[config.mk]
export PLATFORM = sky130hd
export DESIGN_NAME = aps_supervisor
export DESIGN_NICKNAME = d
export VERILOG_FILES = /design/src/include/aps_pkg.sv /design/src/logic/aps_sync.sv /design/src/logic/aps_supervisor.sv
export SDC_FILE = /design/constraint.sdc
export NUM_CORES = 1
export LEC_CHECK = 0
export BUFFER_PORTS_ARGS = -buffer_cell sky130_fd_sc_hd__buf_2
export CAP_MARGIN = 20
export CORE_MARGIN = 1
export CORE_UTILIZATION = 53
export DETAILED_ROUTE_END_ITERATION = 6
export GPL_ROUTABILITY_DRIVEN = 0
export GPL_TIMING_DRIVEN = 0
export PLACE_DENSITY = 0.84
export SYNTH_ARGS = -nofsm -noshare
export SYNTH_HDL_FRONTEND = slang
export SYNTH_SLANG_ARGS = --single-unit
export TNS_END_PERCENT = 20
[constraint.sdc]
create_clock -name aclk -period 2.9 [get_ports aclk]
set_clock_uncertainty 0.05 [all_clocks]
set_input_delay 0.58 -clock aclk [delete_from_list [all_inputs] [get_ports aclk]]
set_output_delay 0.58 -clock aclk [all_outputs]
set_load 0.01 [all_outputs]
[src/include/aps_pkg.sv]
package aps_pkg;

  localparam int unsigned CLK_PERIOD_NS = 20;
  localparam int unsigned OC_PERSIST_NS = 630000;
  localparam int unsigned OC_PERSIST_CYC_DEF = OC_PERSIST_NS / CLK_PERIOD_NS;
  localparam int unsigned OC_CNT_W = 16;

  localparam int unsigned ADDR_W = 8;
  localparam logic [ADDR_W-1:0] CTRL_OFS = 8'h00;
  localparam logic [ADDR_W-1:0] STAT_OFS = 8'h04;

  localparam int unsigned CTRL_MUTE_BIT = 0;
  localparam logic [31:0] CTRL_RST_VAL = 32'h0000_0000;

  localparam int unsigned STAT_UV_BIT = 0;
  localparam int unsigned STAT_OC_BIT = 1;
  localparam int unsigned STAT_OTE_BIT = 2;
  localparam int unsigned STAT_WARN_BIT = 3;
  localparam int unsigned STAT_LIMIT_BIT = 4;
  localparam int unsigned STAT_HIZ_BIT = 5;
  localparam int unsigned STAT_PD_BIT = 6;
  localparam int unsigned STAT_PIN_BIT = 7;
  localparam int unsigned STAT_MODE_LSB = 8;

  localparam logic [1:0] RESP_OKAY = 2'h0;
  localparam logic [1:0] RESP_SLVERR = 2'h2;

  typedef enum logic [2:0] {
    APS_SEL_NONE = 3'h1,
    APS_SEL_CTRL = 3'h2,
    APS_SEL_STAT = 3'h4
  } aps_sel_e;

  typedef enum logic [1:0] {
    APS_MODE_BTL2 = 2'h0,
    APS_MODE_BTL1 = 2'h1,
    APS_MODE_SE   = 2'h2,
    APS_MODE_RSVD = 2'h3
  } aps_mode_e;

  typedef struct packed {
    logic       reset_pin_n;
    logic       mode_select_high;
    logic       mode_select_low;
    logic       gate_drive_supply_ab_ok;
    logic       gate_drive_supply_cd_ok;
    logic       logic_supply_rail_ok;
    logic [1:0] oc_det;
    logic       temp_warn_cmp;
    logic       temp_release_cmp;
    logic       temp_shut_cmp;
  } aps_sense_s;

endpackage

[src/logic/aps_sync.sv]
`timescale 1ns/1ps
`default_nettype none
module aps_sync
  import aps_pkg::*;
(
  input  wire logic       aclk,
  input  wire logic       aresetn,
  input  wire aps_sense_s d,
  output var  aps_sense_s q
);

  localparam int unsigned W = $bits(aps_sense_s);

  logic [W-1:0] meta_q;
  logic [W-1:0] sync_q;

  genvar i;
  generate
    for (i = 0; i < W; i++) begin : g_bit
      // Reset value of zero reads as reset pin low and supplies failed, the safe side.
      always_ff @(posedge aclk) begin
        if (!aresetn) begin
          meta_q[i] <= 1'b0;
          sync_q[i] <= 1'b0;
        end else begin
          meta_q[i] <= d[i];
          sync_q[i] <= meta_q[i];
        end
      end
    end
  endgenerate

  assign q = aps_sense_s'(sync_q);

endmodule // aps_sync
`default_nettype wire

[src/logic/aps_supervisor.sv]
// Chosen here: the AXI4-Lite interface to the registers and the address map.
`timescale 1ns/1ps
`default_nettype none
// Behaviour
// Half-bridges Hi-Z until all supplies good.
// Pulldowns in reset, bridged modes only.
// Controller holds reset low 200 us; aps_ctrl_model holds it LOW_CYC cycles, 240 ns.
// Alarm open-drain low; warning push-pull high.
// Any fault: Hi-Z and alarm low.
// Warning above 125 C, no shutdown.
// Alarm and warning encode fault class.
// Reset low forces alarm inactive high.
// Non-latched faults recover automatically.
// Controller resets 300 ms after overcurrent; aps_ctrl_model waits WAIT_CYC cycles, 400 ns, if the alarm is low at a request.
// Each PWM input low 50 ns/frame.
// Modulation index capped at 96.1 percent.
// Overcurrent first limits current cycle-by-cycle.
// Persistent overcurrent latches Hi-Z shutdown.
// Overcurrent in either pair stops all.
// Above 150 C latch thermal shutdown.
// Thermal latch clears only under reset.
// Supply low: Hi-Z, alarm, auto resume.
// Power-on clear resets overload state.
// Reset low mutes all half-bridges.
// Reset rising edge releases overcurrent latch.
// SE mode: controller pulses PWM low.
// Warning clears after 25 degree drop.
// Reserved mode keeps outputs Hi-Z.
// Synchronise comparator and reset inputs.
module aps_supervisor
  import aps_pkg::*;
#(
  parameter int unsigned OC_PERSIST_CYC = OC_PERSIST_CYC_DEF
) (
  input  wire logic              aclk,
  input  wire logic              aresetn,
  input  wire aps_sense_s        sense,
  output var  logic              bridge_hiz,
  output var  logic              bootstrap_pulldown_en,
  output var  logic              current_limit,
  output var  logic              thermal_warning,
  input  wire logic              fault_n_i,
  output var  logic              fault_n_o,
  output var  logic              fault_n_oe_n,
  input  wire logic [ADDR_W-1:0] s_axi_awaddr,
  input  wire logic              s_axi_awvalid,
  output var  logic              s_axi_awready,
  input  wire logic [31:0]       s_axi_wdata,
  input  wire logic [3:0]        s_axi_wstrb,
  input  wire logic              s_axi_wvalid,
  output var  logic              s_axi_wready,
  output var  logic [1:0]        s_axi_bresp,
  output var  logic              s_axi_bvalid,
  input  wire logic              s_axi_bready,
  input  wire logic [ADDR_W-1:0] s_axi_araddr,
  input  wire logic              s_axi_arvalid,
  output var  logic              s_axi_arready,
  output var  logic [31:0]       s_axi_rdata,
  output var  logic [1:0]        s_axi_rresp,
  output var  logic              s_axi_rvalid,
  input  wire logic              s_axi_rready
);

  function automatic aps_sel_e reg_sel(input logic [ADDR_W-1:0] a);
    if (a == CTRL_OFS) begin
      return APS_SEL_CTRL;
    end else if (a == STAT_OFS) begin
      return APS_SEL_STAT;
    end else begin
      return APS_SEL_NONE;
    end
  endfunction

  aps_sense_s s;
  aps_sync u_sync (
    .aclk    (aclk),
    .aresetn (aresetn),
    .d       (sense),
    .q       (s)
  );

  logic [31:0]         ctrl_q;
  logic                rst_prev_q;
  logic [OC_CNT_W-1:0] oc_cnt_q;
  logic                oc_trip_q;
  logic                ote_q;
  logic                warn_q;
  logic                hiz_q;
  logic                pd_q;
  logic                limit_q;
  logic                fault_drive_q;
  logic                warn_out_q;

  logic                aw_full_q;
  logic                w_full_q;
  logic [ADDR_W-1:0]   awaddr_q;
  logic [31:0]         wdata_q;
  logic [3:0]          wstrb_q;
  logic                bvalid_q;
  logic [1:0]          bresp_q;
  logic                rvalid_q;
  logic [31:0]         rdata_q;
  logic [1:0]          rresp_q;

  aps_mode_e mode;
  logic      supply_ok;
  logic      oc_any;
  logic      rst_rise;
  logic      fault_any;

  assign mode      = aps_mode_e'({s.mode_select_high, s.mode_select_low});
  assign supply_ok = s.gate_drive_supply_ab_ok & s.gate_drive_supply_cd_ok & s.logic_supply_rail_ok;
  assign oc_any    = |s.oc_det;
  assign rst_rise  = s.reset_pin_n & ~rst_prev_q;
  // Undervoltage is not latched, so it drops out of this term once supplies recover.
  assign fault_any = ~supply_ok | oc_trip_q | ote_q;

  always_ff @(posedge aclk) begin
    if (!aresetn) begin
      rst_prev_q <= 1'b0;
    end else begin
      rst_prev_q <= s.reset_pin_n;
    end
  end

  // Counting only consecutive cycles lets short music transients ride on the limiter.
  always_ff @(posedge aclk) begin
    if (!aresetn) begin
      oc_cnt_q  <= '0;
      oc_trip_q <= 1'b0;
    end else begin
      if (!oc_any || oc_trip_q) begin
        oc_cnt_q <= '0;
      end else begin
        oc_cnt_q <= oc_cnt_q + 1'b1;
      end
      if (oc_any && (oc_cnt_q >= OC_CNT_W'(OC_PERSIST_CYC - 1))) begin
        oc_trip_q <= 1'b1;
      end else if (rst_rise) begin
        oc_trip_q <= 1'b0;
      end
    end
  end

  always_ff @(posedge aclk) begin
    if (!aresetn) begin
      ote_q <= 1'b0;
    end else if (s.temp_shut_cmp) begin
      ote_q <= 1'b1;
    end else if (!s.reset_pin_n) begin
      ote_q <= 1'b0;
    end
  end

  always_ff @(posedge aclk) begin
    if (!aresetn) begin
      warn_q <= 1'b0;
    end else if (s.temp_warn_cmp) begin
      warn_q <= 1'b1;
    end else if (s.temp_release_cmp) begin
      warn_q <= 1'b0;
    end
  end

  always_ff @(posedge aclk) begin
    if (!aresetn) begin
      ctrl_q <= CTRL_RST_VAL;
    end else if (s_axi_bvalid == 1'b0 && aw_full_q && w_full_q && reg_sel(awaddr_q) == APS_SEL_CTRL
                 && wstrb_q[0]) begin
      ctrl_q <= {24'h00_0000, wdata_q[7:0]};
    end
  end

  always_ff @(posedge aclk) begin
    if (!aresetn) begin
      hiz_q         <= 1'b1;
      pd_q          <= 1'b0;
      limit_q       <= 1'b0;
      fault_drive_q <= 1'b0;
      warn_out_q    <= 1'b0;
    end else begin

      hiz_q         <= fault_any | ~s.reset_pin_n | (mode == APS_MODE_RSVD) | ctrl_q[CTRL_MUTE_BIT];
      pd_q          <= ~s.reset_pin_n & (mode == APS_MODE_BTL2 || mode == APS_MODE_BTL1);
      limit_q       <= oc_any;
      fault_drive_q <= fault_any & s.reset_pin_n;
      warn_out_q    <= warn_q & ~ote_q;
    end
  end

  assign bridge_hiz            = hiz_q;
  assign bootstrap_pulldown_en = pd_q;
  assign current_limit         = limit_q;
  assign thermal_warning       = warn_out_q;
  assign fault_n_o             = 1'b0;
  assign fault_n_oe_n          = ~fault_drive_q;

  assign s_axi_awready = ~aw_full_q & ~bvalid_q;
  assign s_axi_wready  = ~w_full_q & ~bvalid_q;
  assign s_axi_bvalid  = bvalid_q;
  assign s_axi_bresp   = bresp_q;
  assign s_axi_arready = ~rvalid_q;
  assign s_axi_rvalid  = rvalid_q;
  assign s_axi_rdata   = rdata_q;
  assign s_axi_rresp   = rresp_q;

  always_ff @(posedge aclk) begin
    if (!aresetn) begin
      aw_full_q <= 1'b0;
      w_full_q  <= 1'b0;
      awaddr_q  <= '0;
      wdata_q   <= '0;
      wstrb_q   <= '0;
      bvalid_q  <= 1'b0;
      bresp_q   <= RESP_OKAY;
    end else begin
      if (s_axi_awvalid && s_axi_awready) begin
        aw_full_q <= 1'b1;
        awaddr_q  <= s_axi_awaddr;
      end
      if (s_axi_wvalid && s_axi_wready) begin
        w_full_q <= 1'b1;
        wdata_q  <= s_axi_wdata;
        wstrb_q  <= s_axi_wstrb;
      end
      if (aw_full_q && w_full_q && !bvalid_q) begin
        aw_full_q <= 1'b0;
        w_full_q  <= 1'b0;
        bvalid_q  <= 1'b1;
        bresp_q   <= (reg_sel(awaddr_q) == APS_SEL_NONE) ? RESP_SLVERR : RESP_OKAY;
      end else if (bvalid_q && s_axi_bready) begin
        bvalid_q <= 1'b0;
      end
    end
  end

  always_ff @(posedge aclk) begin
    if (!aresetn) begin
      rvalid_q <= 1'b0;
      rdata_q  <= '0;
      rresp_q  <= RESP_OKAY;
    end else if (s_axi_arvalid && !rvalid_q) begin
      rvalid_q <= 1'b1;
      rresp_q  <= RESP_OKAY;
      if (reg_sel(s_axi_araddr) == APS_SEL_CTRL) begin
        rdata_q <= ctrl_q;
      end else if (reg_sel(s_axi_araddr) == APS_SEL_STAT) begin
        rdata_q <= '0;
        rdata_q[STAT_UV_BIT]    <= ~supply_ok;
        rdata_q[STAT_OC_BIT]    <= oc_trip_q;
        rdata_q[STAT_OTE_BIT]   <= ote_q;
        rdata_q[STAT_WARN_BIT]  <= warn_q;
        rdata_q[STAT_LIMIT_BIT] <= limit_q;
        rdata_q[STAT_HIZ_BIT]   <= hiz_q;
        rdata_q[STAT_PD_BIT]    <= pd_q;
        rdata_q[STAT_PIN_BIT]   <= fault_n_i;
        rdata_q[STAT_MODE_LSB+:2] <= mode;
      end else begin
        rdata_q <= '0;
        rresp_q <= RESP_SLVERR;
      end
    end else if (rvalid_q && s_axi_rready) begin
      rvalid_q <= 1'b0;
    end
  end
endmodule // aps_supervisor
`default_nettype wire

## After elaboration in Yosys (flattened, before gate mapping)

Index checks and enable logic that the tools add are counted.

| cells by class | value |
|---|---|
| reductions and logical operators | 27 |
| eq/ne operators | 9 |
| magnitude comparators | 1 |
| add/subtract/negate cells | 1 |
| bitwise logic cells | 23 |
| multiplexer cells | 27 |

Operators with widths:

| cell | number |
|---|---|
| 3-bit two-way mux | 12 |
| 10-bit two-way mux | 2 |
| 16-bit by 1-bit adder with 16-bit output, second input constant | 1 |
| 8-bit by 3-bit equality test with 1-bit output, second input constant | 2 |
| 16-bit by 15-bit >= comparator with 1-bit output, second input constant | 1 |
| 8-bit zero test | 2 |
| 1-bit logical AND | 12 |
| 1-bit two-way mux | 10 |
| 1-bit inverter | 10 |
| 1-bit AND | 8 |
| 2-bit nonzero test | 4 |
| 3-bit by 2-bit equality test with 1-bit output, second input constant | 2 |
| 2-bit two-way mux | 3 |
| 2-bit OR reduction | 3 |
| 1-bit bitwise OR | 5 |
| 3-bit by 1-bit equality test with 1-bit output, second input constant | 1 |
| 3-bit equality test, second input constant | 1 |
| 1-bit zero test | 3 |
| 2-bit by 1-bit equality test with 1-bit output, second input constant | 1 |
| 2-bit equality test, second input constant | 1 |
| 2-bit zero test | 1 |
| 1-bit logical OR | 2 |
| 2-bit != test, second input constant | 1 |

| word-level totals | value |
|---|---|
| bits in registers | 112 |
| input port bits | 71 |
| word-level logic and storage cells | 131 |
| output and inout port bits | 47 |

## Depth between registers and ports, before layout

| depth | value |
|---|---|
| depth in word-level cells | 12 |
| mapped depth | 5 |
| gate-level depth less buffers | 5 |

## Modules after synthesis

A second synthesis with hierarchy kept.

| unflattened totals | value |
|---|---|
| cell total of the unflattened synthesis | 357 |
| area total of the unflattened synthesis | 3,424.5 um2 |

By module, submodules not included:

| module | seq. area each (um2) | instances | area each (um2) | cells each |
|---|---|---|---|---|
| aps_supervisor | 1,321.3 | 1 | 2,803.9 | 311 |
| aps_sync | 440.4 | 1 | 620.6 | 46 |

## Least setup slack after synthesis

OpenSTA, ideal clock, no wires.

| timing | value |
|---|---|
| path type | input-to-reg |
| start | input port s_axi_araddr[6] |
| end | register rdata_q[0] (netlist: s_axi_rdata[0]) |
| data required time | 2.775 ns |
| data arrival time | 1.747 ns |
| path slack | 1.027 ns |
| stages | 4 |
| buffers on the path | 0 |
| cell sequence | or4_1 -> nor4_1 -> nand3_1 -> o21ai_0 |

| between the ends | value |
|---|---|
| word-level cells in the longest chain between the ends | 9 |
| elaborated cells on any way between the ends | 13 |
| those cells by class | 3 x eq/ne; 9 x mux; 1 x reduce/logical |

Ends and longest elaborated chain:

| what | line | source |
|---|---|---|
| start: declaration | aps_supervisor.sv:55 | `input wire logic [ADDR_W-1:0] s_axi_araddr,` |
| 8-bit by 3-bit equality test with 1-bit output | aps_supervisor.sv:67 | `end else if (a == STAT_OFS) begin` |
| 3-bit two-way mux | aps_supervisor.sv:67 |  |
| 3-bit two-way mux * | aps_supervisor.sv:65 | `if (a == CTRL_OFS) begin` |
| 3-bit two-way mux | aps_supervisor.sv:245 | `if (reg_sel(s_axi_araddr) == APS_SEL_CTRL) begin` |
| 3-bit two-way mux | aps_supervisor.sv:242 | `end else if (s_axi_arvalid && !rvalid_q) begin` |
| 3-bit two-way mux | aps_supervisor.sv:238 | `if (!aresetn) begin` |
| 3-bit equality test | aps_supervisor.sv:247 | `end else if (reg_sel(s_axi_araddr) == APS_SEL_STAT) begin` |
| 10-bit two-way mux | aps_supervisor.sv:247 |  |
| 10-bit two-way mux * | aps_supervisor.sv:245 |  |
| end signal: assignment | aps_supervisor.sv:246 | `rdata_q <= ctrl_q;` |
| end signal: indexed assignment | aps_supervisor.sv:249 | `rdata_q[STAT_UV_BIT] <= ~supply_ok;` |
| end signal: indexed assignment | aps_supervisor.sv:250 | `rdata_q[STAT_OC_BIT] <= oc_trip_q;` |
| end: declaration | aps_supervisor.sv:102 | `logic [31:0] rdata_q;` |

Mark *: on every way between the ends. The rest lies on a longest branch, timed or not. The select of a mux whose other input is x is not followed.
A chain may end at the register's enable or synchronous reset.

## Worst setup path in the final report

| timing | value |
|---|---|
| start | input port s_axi_araddr[6] |
| end | register rdata_q[7] (netlist: s_axi_rdata[7]) |

The elaborated chain is that of the path after synthesis.

==> load_flow_metrics.sql <==
INSERT INTO impl_metrics (metric_group, metric, value, unit) VALUES
('logic_synthesis', 'share_of_yosys_cell_area_claimed_by_the_top_area_cell_type', '52.0', '%'),
('logic_synthesis', 'synth.lib_cells_used.distinct', '44', ''),
('logic_synthesis', 'synth.top_cells.by_count', 'sky130_fd_sc_hd__dfxtp_1, sky130_fd_sc_hd__nand2_1, sky130_fd_sc_hd__and2_1', ''),
('routing', 'finalWirelength', '6.83', 'mm'),
('die', 'rows', '28', ''),
('routing', 'vias_per_cell', '4.98', ''),
('power_and_ir_drop', 'static-leakage-power', '1.84', 'nW'),
('clock_network', 'ctsLongestPathBuffers', '2', ''),
('power_and_ir_drop', 'ir_drop', '0.419', 'mV'),
('worst_setup_path', 'critical_path.startpoint_type', 'primary input', ''),
('die', 'die_area', '6710', 'um^2'),
('clock_network', 'post_cts_resized', '0', ''),
('clock_network', 'clock_tree.htree_level_count', '3', ''),
('sta', 'finalWorstPathRequiredPeriod', '2.04', 'ns'),
('power_and_ir_drop', 'total_power', '0.00238', 'W'),
('die', 'die_y', '81.9', 'um'),
('final_layout', 'fin_nets', '532', ''),
('global_route', 'number_of_antenna_violations_at_the_first_check_in_global_routing', '0', ''),
('routing', 'drt_pass1_iterations', '4', ''),
('clock_network', 'insertion_delay', '0.35', 'ns'),
('final_layout', 'fin_area', '4110', 'um^2'),
('clock_network', 'cts_setup_buffers', '0', ''),
('die', 'ios', '118', ''),
('worst_setup_path', 'worst-setup-path-type', 'in2reg', ''),
('sta', 'worst_slew_pin_slew', '0.723', 'ns'),
('die', 'die_width', '81.9', 'um'),
('logic_synthesis', 'mappedNetlistArea', '3390', 'um^2'),
('power_and_ir_drop', 'power_report.internal_total', '0.00182', 'W'),
('global_route', 'gr-usage-all-layers', '22.2', '%'),
('place', 'port_buffers', '64', ''),
('power_and_ir_drop', 'power_density_over_the_cells', '580', 'nW/um^2'),
('power_and_ir_drop', 'pwr-share-seq', '53.3', '%'),
('clock_network', 'tritoncts.num_buffers', '9', ''),
('worst_setup_path', 'critical_path_required', '3.13', 'ns'),
('sta', 'setup_total_negative_slack', '0', 'ns'),
('logic_synthesis', 'register_bit_total_from_synthesis', '88', ''),
('logic_synthesis', 'synth_top_cells_by_area', 'sky130_fd_sc_hd__dfxtp_1, sky130_fd_sc_hd__nand2_1, sky130_fd_sc_hd__buf_4', ''),
('sta', 'worst_slack', '0.861', 'ns'),
('die', 'core', '6030', 'um^2'),
('final_layout', 'final_layout_size_suffix_gt1_share', '24.3', '%'),
('worst_setup_path', 'cp_data_arrival_time', '2.27', 'ns'),
('final_layout', 'diodes', '0', ''),
('place', 'dpl-instance-area', '3890', 'um^2'),
('worst_setup_path', 'cp_max_fo', '8', ''),
('place', 'preCtsSetupSlack', '0.494', 'ns'),
('power_and_ir_drop', 'p_sw_share', '23.5', '%'),
('status', 'run_status', 'finished clean', ''),
('routing', 'via_count', '2689', ''),
('worst_hold_path', 'holdCritPathClass', 'in2reg', ''),
('global_route', 'globalRoute.totalOverflow', '0', ''),
('logic_synthesis', 'post_synthesis_instance_total', '361', ''),
('clock_network', 'cts.root.buffer_cell', 'sky130_fd_sc_hd__clkbuf_8', ''),
('logic_synthesis', 'synthMostInstantiatedCell', 'sky130_fd_sc_hd__dfxtp_1', ''),
('sta', 'slew_headroom', '51.8', '%'),
('global_route', 'largest_net_degree_at_the_start_of_global_routing', '16', ''),
('routing', 'drc_violations_left', '0', ''),
('sta', 'layout_worst_path_cycle_share', '70.3', '%'),
('power_and_ir_drop', 'comb_power_share', '8.0', '%'),
('sta', 'timing_max_transition_violations_final', '0', ''),
('die', 'initial_cell_density_of_the_core', '56.2', '%'),
('power_and_ir_drop', 'part_of_the_total_power_dissipated_in_the_clock_network', '38.7', '%'),
('logic_synthesis', 'synth_area_per_cell', '9.38', 'um^2'),
('sta', 'finalSetupViolCount', '0', ''),
('logic_synthesis', 'synth-edff-count', '0', ''),
('sta', 'hold_viol', '0', ''),
('clock_network', 'cts.hold.buffers_added', '0', ''),
('clock_network', 'cts_tree', 'built', ''),
('power_and_ir_drop', 'net-switching-power', '0.000561', 'W'),
('flow_run', 'drv.max_cap_violation_count', '0', ''),
('routing', 'post_drt_wl_per_cell', '12.7', 'um'),
('sta', 'grt_setup_unrepaired', 'false', '');
## final timing paths
check        cells after the start                           to  slack [ns]                         from
max                              5  s_axi_rdata[7]$_SDFFE_PN0P_        0.86              s_axi_araddr[6]
min                              2  u_sync.meta_q[9]$_SDFF_PN0_        0.37                     sense[9]
max reg2reg                      5      oc_cnt_q[14]$_SDFF_PP0_        0.99       oc_cnt_q[0]$_SDFF_PP0_
min reg2reg                      1       u_sync.q[4]$_SDFF_PN0_        0.39  u_sync.meta_q[4]$_SDFF_PN0_
## layout by cell type (no fill, tap or decap), drive strengths merged, types with 2 or more instances in the layout
master    count
a21boi       21
a21oi         9
a32o          2
and2         26
and3          2
buf          91
bufinv        2
clkbuf       20
clkinv        2
clkinvlp      3
conb         25
dfxtp        88
inv          10
mux2i        16
nand2        55
nand3         7
nand4         2
nor2         14
nor2b        15
nor3          4
nor4          4
o211a         2
o21ai        15
or2           2
or3           4
or4           3
xnor2         3
xor2          5
## stage by stage
stage	std cells	utilization, %
after floorplan	385	-
after global placement	524	64.6
after detailed placement	524	64.6
after CTS	540	68.2
after global routing	540	68.2
final	540	68.2
## cells by family after synthesis
group / share of synthesized area (%)
flops: 52.0
xor+xnor: 2.07
simple gates: 21.6
buf+inv: 8.13
compound gates: 11.0
mux: 4.73
fa+ha+maj: 0.369
other cells: 0.111
## power by group through the flow
| stage | clock (W) | combinational (W) | sequential (W) |
|---|---|---|---|
| 2_1_floorplan | 0 | 0.000124 | 0.00130 |
| 3_3_place_gp | 0 | 0.000183 | 0.00130 |
| 3_5_place_dp | 0 | 0.000188 | 0.00130 |
| 4_1_cts | 0.000923 | 0.000190 | 0.00127 |
| 5_1_grt | 0.000979 | 0.000217 | 0.00127 |
| 6_report | 0.000923 | 0.000191 | 0.00127 |
## cell type report
class                   count  area (um^2)
multi-input cells         249         1440
repair buffers             64          320
clock buffers               9          124
well taps                  75         93.8
inverters                  10         37.5
plain buffers              38          238
clock inverters             7         96.3
fillers                   494         1910
flip-flops and latches     88         1760
## flip-flops by register name (all words and copies together), names as in the netlist, 8 cells and up
signal         count
s_axi_rdata       10
awaddr_q           8
ctrl_q             8
oc_cnt_q          16
u_sync.meta_q     11
u_sync.q          11
wdata_q            8
## critical path, cell delays in order
cell                      delay, ns
sky130_fd_sc_hd__buf_2         0.10
sky130_fd_sc_hd__or4_1         0.50
sky130_fd_sc_hd__nor4_1        0.47
sky130_fd_sc_hd__nand3_1       0.38
sky130_fd_sc_hd__o21ai_0       0.25
## layer usage
layer / share of wire (%) / wire [um] / global-route usage, % / vias up
met4: 2.0 / 139 / 12.3 / 0
met1: 44 / 3010 / 27.3 / 1242
met5: 0 / 0 / 0 / -
met3: 5.4 / 369 / 3.67 / 14
li1: - / - / - / 1346
met2: 49 / 3320 / 36.9 / 87
Note: power is estimated with default switching activity, not from simulation.
